===== src/design/fbc_defines.svh =====
`ifndef FBC_DEFINES_SVH
`define FBC_DEFINES_SVH

`define FBC_WIDTH        4
`define FBC_ZERO         4'h0
`define FBC_BCD_MAX      4'h9
`define FBC_BIN_MAX      4'hF
`define FBC_MAX_FREQ_MHZ 10
`define FBC_CLK_FREQ_MHZ 25
// Least clk cycles between strobe falling edges at the top strobe rate
`define FBC_MIN_STROBE_CYC ((`FBC_CLK_FREQ_MHZ + `FBC_MAX_FREQ_MHZ - 1) / `FBC_MAX_FREQ_MHZ)

`endif


===== src/design/fbc_pkg.sv =====
package fbc_pkg;
	typedef enum logic [1:0] {
		FBC_BIN_UP,
		FBC_BIN_DOWN,
		FBC_BCD_UP,
		FBC_BCD_DOWN
	} fbc_count_mode_t;
endpackage


===== src/design/fbc_if.sv =====
`timescale 1ns/10ps
`default_nettype none
interface fbc_if;
	logic [3:0] presetData;
	logic       presetSel;
	logic       loadStrobe;
	logic       countQual;
	logic       countStrobe;
	logic       shiftSel;
	logic       serialIn;
	logic [1:0] countMode;
	logic       erase;
	logic [3:0] count;

	modport dev (
		input  presetData, presetSel, loadStrobe, countQual, countStrobe,
		input  shiftSel, serialIn, countMode, erase,
		output count
	);
	modport ctl (
		output presetData, presetSel, loadStrobe, countQual, countStrobe,
		output shiftSel, serialIn, countMode, erase,
		input  count
	);
endinterface
`default_nettype wire


===== src/design/fbc_counter.sv =====
`timescale 1ns/10ps
`default_nettype none
`include "fbc_defines.svh"
module fbc_counter #(
	parameter int WIDTH = `FBC_WIDTH
) (
	// System
	input  wire logic clk,
	input  wire logic rst,
	input  wire logic clkEn,
	// Link
	fbc_if.dev        link
);
	logic [WIDTH-1:0] count_q;
	logic [WIDTH-1:0] setIn;
	logic             loadPrev_q;
	logic             countPrev_q;
	logic             loadFall;
	logic             countFall;
	logic [WIDTH-1:0] cntNext;
	logic             stageTick;
	fbc_pkg::fbc_count_mode_t mode;

	assign mode = fbc_pkg::fbc_count_mode_t'(link.countMode);

	// ********************************
	// Strobe edges
	// ********************************
	// Strobes arrive as synchronous levels; 25 MHz sampling covers 10 MHz strobes
	always_ff @(posedge clk) begin
		if (rst) begin
			loadPrev_q  <= 1'b0;
			countPrev_q <= 1'b0;
		end else if (clkEn) begin
			loadPrev_q  <= link.loadStrobe;
			countPrev_q <= link.countStrobe;
		end
	end
	assign loadFall  = loadPrev_q & ~link.loadStrobe;
	assign countFall = countPrev_q & ~link.countStrobe;

	// ********************************
	// Mode gating
	// ********************************
	always_comb begin
		cntNext = count_q;
		if (link.shiftSel) begin
			cntNext = {count_q[WIDTH-2:0], link.serialIn};
		end else begin
			case (mode)
				fbc_pkg::FBC_BIN_UP: begin
					cntNext = count_q + WIDTH'(1);
				end
				fbc_pkg::FBC_BIN_DOWN: begin
					cntNext = count_q - WIDTH'(1);
				end
				fbc_pkg::FBC_BCD_UP: begin
					cntNext = (count_q >= WIDTH'(`FBC_BCD_MAX)) ? WIDTH'(`FBC_ZERO)
						: count_q + WIDTH'(1);
				end
				fbc_pkg::FBC_BCD_DOWN: begin
					cntNext = (count_q == WIDTH'(`FBC_ZERO) || count_q > WIDTH'(`FBC_BCD_MAX))
						? WIDTH'(`FBC_BCD_MAX) : count_q - WIDTH'(1);
				end
				default: begin
					cntNext = count_q;
				end
			endcase
		end
	end

	// Set input per stage and the tick that clocks all stages together
	always_comb begin
		setIn     = count_q;
		stageTick = 1'b0;
		if (link.presetSel && loadFall) begin
			setIn     = link.presetData;
			stageTick = 1'b1;
		end else if (link.countQual && !link.presetSel && countFall) begin
			setIn     = cntNext;
			stageTick = 1'b1;
		end
	end

	// ********************************
	// Stages
	// ********************************
	// Erase acts synchronously at the next enabled edge regardless of strobes;
	// a truly clockless clear is not possible in a single-clock design.
	// Reset of every stage is wired true, so a clocked stage follows its set
	// input; set wins over reset, so a preset needs one-polarity data only.
	always_ff @(posedge clk) begin
		if (rst) begin
			count_q <= WIDTH'(`FBC_ZERO);
		end else if (clkEn) begin
			for (int i = 0; i < WIDTH; i++) begin
				if (link.erase) begin
					count_q[i] <= 1'b0;
				end else if (stageTick && setIn[i]) begin
					count_q[i] <= 1'b1;
				end else if (stageTick) begin
					count_q[i] <= 1'b0;
				end
			end
		end
	end

	assign link.count = count_q;
endmodule
`default_nettype wire


===== src/flat_wrapper.sv =====
// flat-port wrapper written by rule: the top's interface ports become plain ports
module fbc_counter_flat 
#(
	parameter int WIDTH = `FBC_WIDTH
)
  (clk, rst, clkEn, link_presetData, link_presetSel, link_loadStrobe, link_countQual, link_countStrobe, link_shiftSel, link_serialIn, link_countMode, link_erase, link_count);
  fbc_if link_i ();
  input  wire logic clk;
  input  wire logic rst;
  input  wire logic clkEn;
  input wire logic [$bits(link_i.presetData)-1:0] link_presetData;
  input wire logic [$bits(link_i.presetSel)-1:0] link_presetSel;
  input wire logic [$bits(link_i.loadStrobe)-1:0] link_loadStrobe;
  input wire logic [$bits(link_i.countQual)-1:0] link_countQual;
  input wire logic [$bits(link_i.countStrobe)-1:0] link_countStrobe;
  input wire logic [$bits(link_i.shiftSel)-1:0] link_shiftSel;
  input wire logic [$bits(link_i.serialIn)-1:0] link_serialIn;
  input wire logic [$bits(link_i.countMode)-1:0] link_countMode;
  input wire logic [$bits(link_i.erase)-1:0] link_erase;
  output wire logic [$bits(link_i.count)-1:0] link_count;
  assign link_i.presetData = link_presetData;
  assign link_i.presetSel = link_presetSel;
  assign link_i.loadStrobe = link_loadStrobe;
  assign link_i.countQual = link_countQual;
  assign link_i.countStrobe = link_countStrobe;
  assign link_i.shiftSel = link_shiftSel;
  assign link_i.serialIn = link_serialIn;
  assign link_i.countMode = link_countMode;
  assign link_i.erase = link_erase;
  assign link_count = link_i.count;
  fbc_counter #(.WIDTH(WIDTH)) u_core (.clk(clk), .rst(rst), .clkEn(clkEn), .link(link_i));
endmodule

===== config.mk =====
export PLATFORM = sky130hd
export DESIGN_NAME = fbc_counter_flat
export DESIGN_NICKNAME = d
export VERILOG_FILES = /design/src/design/fbc_pkg.sv /design/src/design/fbc_if.sv /design/src/design/fbc_counter.sv /design/src/flat_wrapper.sv
export VERILOG_INCLUDE_DIRS = /design/src /design/src/design
export SDC_FILE = /design/constraint.sdc
export NUM_CORES = 1
export LEC_CHECK = 0
export BUFFER_PORTS_ARGS = -buffer_cell sky130_fd_sc_hd__clkbuf_2
export CORE_UTILIZATION = 49
export DETAILED_ROUTE_END_ITERATION = 10
export GPL_TIMING_DRIVEN = 0
export PLACE_DENSITY_LB_ADDON = 0.2
export SYNTH_ARGS = -nofsm -noshare
export SYNTH_HDL_FRONTEND = slang
export SYNTH_SLANG_ARGS = --single-unit

===== constraint.sdc =====
create_clock -name clk -period 2.3 [get_ports clk]
set_clock_uncertainty 0.1 [all_clocks]
set_input_delay 0.345 -clock clk [delete_from_list [all_inputs] [get_ports clk]]
set_output_delay 0.345 -clock clk [all_outputs]
set_load 0.02 [all_outputs]

==> results.sh <==
export IMPL_outcome="completed"
export IMPL_boundaryPins=20
export IMPL_cap_violations=0
export IMPL_viasPerCell=6.08
export IMPL_nets=119
export IMPL_timing_final_ws_setup_ns=0.221
export IMPL_synth_ff_type="dfxtp_1"
export IMPL_ctsHoldBuffers=0
export IMPL_ys_ff_latch=6
export IMPL_die_y_um=38.3
export IMPL_path_cells="inv_1 > ha_1 > or3b_4 > a2111oi_4 > a22oi_2 > a311oi_1"
export IMPL_min_period_ns=2.08
export IMPL_start_kind="flip-flop"
export IMPL_grt_pass1_vias=581
export IMPL_path_buf_inv=1
export IMPL_ir_drop_v=0.000248
export IMPL_drive_gt1_frac=0.286
export IMPL_post_route_period_util=0.904
export IMPL_rsz0062_at_grt="false"
export IMPL_port_buffers=17
export IMPL_p_switching_w=0.0000726
export IMPL_drtIter0Drc=26
export IMPL_drc=0
export IMPL_dr_pass1_iters=4
export IMPL_synth_commonest_cells="dfxtp_1, a22oi_1, inv_1, nor2_1"
export IMPL_switching_share=0.275
export IMPL_synth_yosys_seq_area_share=0.186
export IMPL_synthTopCellsByArea="dfxtp_1, a22oi_1, ha_1"
export IMPL_pwr_share_comb=0.205
export IMPL_fmax_mhz=481
export IMPL_tightest_slew_ns=0.439
export IMPL_setup_viol=0
export IMPL_clockBufferDepth=2
export IMPL_intPower_w=0.000191
export IMPL_seqPwrFrac=0.412
export IMPL_ys_types=37
export IMPL_place_gp_congestion=0.854
export IMPL_grt_max_degree=11
export IMPL_synth_edf_count=0
export IMPL_final_util=0.659
export IMPL_diodes=0
export IMPL_post_synth_top_area_cell="dfxtp_1"
export IMPL_seqCellArea_sq_um=121
export IMPL_synth_fp_nets=97
export IMPL_route_vias_total=681
export IMPL_async_flop_share=0
export IMPL_syn_avg_cell_area_sq_um=8.28
export IMPL_p_leak_nw=0.326
export IMPL_tns_ns=0
export IMPL_syn_area_sq_um=646
export IMPL_drt_total_wl_um=1480
export IMPL_coreArea_sq_um=1170
export IMPL_power_share_clock=0.384
export IMPL_required_ns=2.36
export IMPL_hpwl_um=1150
export IMPL_cts_sinks=6
export IMPL_arrival_ns=2.13
export IMPL_slew_violations=0
export IMPL_cts_root_buf="clkbuf_4"
export IMPL_clock_latency_ns=0.25
export IMPL_dpl_worst_slack_ns=0.127
export IMPL_fillers=109
export IMPL_ant_nets=0
export IMPL_cpLargestDelayFamily="compound AO/OA/AOI/OAI gates"
export IMPL_grt_overflow=0
export IMPL_slowest_stage="or3b_4"
export IMPL_power_density_nw_per_um2=342
export IMPL_hold_violations=0
export IMPL_critPathMaxStageDelay_ns=0.43
export IMPL_path_clk_slew_ns=0.05
export IMPL_yosys_warnings=0
export IMPL_slew_headroom=0.706
export IMPL_hold_class="primary input to flip-flop"
export IMPL_fp_dieArea_sq_um=1470
export IMPL_synthMostInstantiatedCell="dfxtp_1"
export IMPL_synth_top_cell_area_share=0.186
export IMPL_grt_pass1_wl_um=2510
export IMPL_track_usage=0.246
export IMPL_syn_instance_count=78
export IMPL_end_kind="flip-flop"
export IMPL_finalNonFillerCells=112
export IMPL_htreeDepth=1
export IMPL_dp_cells=109
export IMPL_start_util=0.551
export IMPL_multi_input_area_sq_um=482
export IMPL_wire_per_inst_um=13.2
export IMPL_areaGrowthSynthToFinish_pct=19.6
export IMPL_antenna_found_initial=0
export IMPL_criticalPathCategory="flip-flop to flip-flop"
export IMPL_cts_buffers=3
export IMPL_crit_fanout=9
export IMPL_cts_tree="done"
export IMPL_die_w_um=38.3
export IMPL_rows=12
==> registers in the layout, indices dropped and copies added (netlist names) <==
| signal | flops |
|---|---|
| u_core.link.count | 4 |
| u_core.countPrev_q | 1 |
| u_core.loadPrev_q | 1 |
==> worst paths after layout <==
| kind | from | end | slack (ns) | cells after the start |
|---|---|---|---|---|
| worst max-delay path | u_core.link.count[0] | u_core.link.count[2] | 0.22 | 6 |
| worst min-delay path | link_loadStrobe | u_core.loadPrev_q | 0.26 | 3 |
| worst max register to register | u_core.link.count[0] | u_core.link.count[2] | 0.22 | 6 |
| worst min register to register | u_core.loadPrev_q | u_core.loadPrev_q | 0.39 | 2 |
==> tightest hold or removal path, stage by stage <==
cell      delay (ns)
clkbuf_2        0.09
mux2i_1         0.06
nor2_1          0.07
==> placed cells by master (no fill, tap or decap), drive strengths merged, types with 2 or more instances in the layout <==
master | netlist | layout
a22oi | 6 | 6
a21o | 3 | 3
nor2b | 2 | 2
inv | 5 | 5
nand2b | 4 | 4
ha | 3 | 3
nand2 | 2 | 2
a311oi | 3 | 3
nor2 | 5 | 5
a211oi | 3 | 3
mux2i | 3 | 3
and2 | 2 | 2
a21oi | 3 | 3
buf | 2 | 2
clkbuf | 4 | 24
dfxtp | 6 | 6
nand3 | 3 | 3
==> per-layer routing <==
| metal | share of wire | wire (um) | GRT usage | vias up |
|---|---|---|---|---|
| li1 | - | - | - | 343 |
| met1 | 0.45 | 670 | 0.301 | 319 |
| met2 | 0.50 | 737 | 0.419 | 17 |
| met3 | 0.045 | 67 | 0.0872 | 2 |
| met4 | 0.0041 | 6 | 0.0268 | 0 |
| met5 | 0 | 0 | 0 | - |
==> layout make-up <==
cell class	instances	share of cell area
Clock buffer	3	0.0292
Sequential cell	6	0.157
Tap cell	14	0.0227
Timing Repair Buffer	17	0.110
Multi-Input combinational cell	61	0.624
Inverter	5	0.0243
Buffer	6	0.0324
==> through the flow <==
| step | cell area [sq um] | hold slack, ns | power [W] |
|---|---|---|---|
| 2_1_floorplan | 646 | 0.317 | 0.000142 |
| 3_3_place_gp | 748 | 0.369 | 0.000163 |
| 3_5_place_dp | 748 | 0.383 | 0.000164 |
| 4_1_cts | 771 | 0.255 | 0.000267 |
| 5_1_grt | 772 | 0.265 | 0.000277 |
| 6_report | 772 | 0.257 | 0.000264 |
==> cells by family after synthesis <==
| family | Yosys count | share of synthesized area |
|---|---|---|
| mux | 3 | 0.0465 |
| xor+xnor | 2 | 0.0271 |
| compound gates | 29 | 0.391 |
| buf+inv | 11 | 0.0678 |
| simple gates | 24 | 0.223 |
| flops | 6 | 0.186 |
| fa+ha+maj | 3 | 0.0581 |
==> power groups by stage <==
stage	Clock (W)	Combinational, W	Sequential, W
finish	0.000101	0.0000540	0.000109
global route	0.000108	0.0000599	0.000109
CTS	0.000105	0.0000539	0.000109
detailed placement	0	0.0000536	0.000111
global placement	0	0.0000521	0.000110
floorplan	0	0.0000311	0.000111
==> timing repair <==
item | in CTS | in global routing
gates resized for setup | 0 | 1
endpoints found under the setup margin | 0 | 2
buffers inserted | 0 | 0
Power figures use the tool's default switching activity.
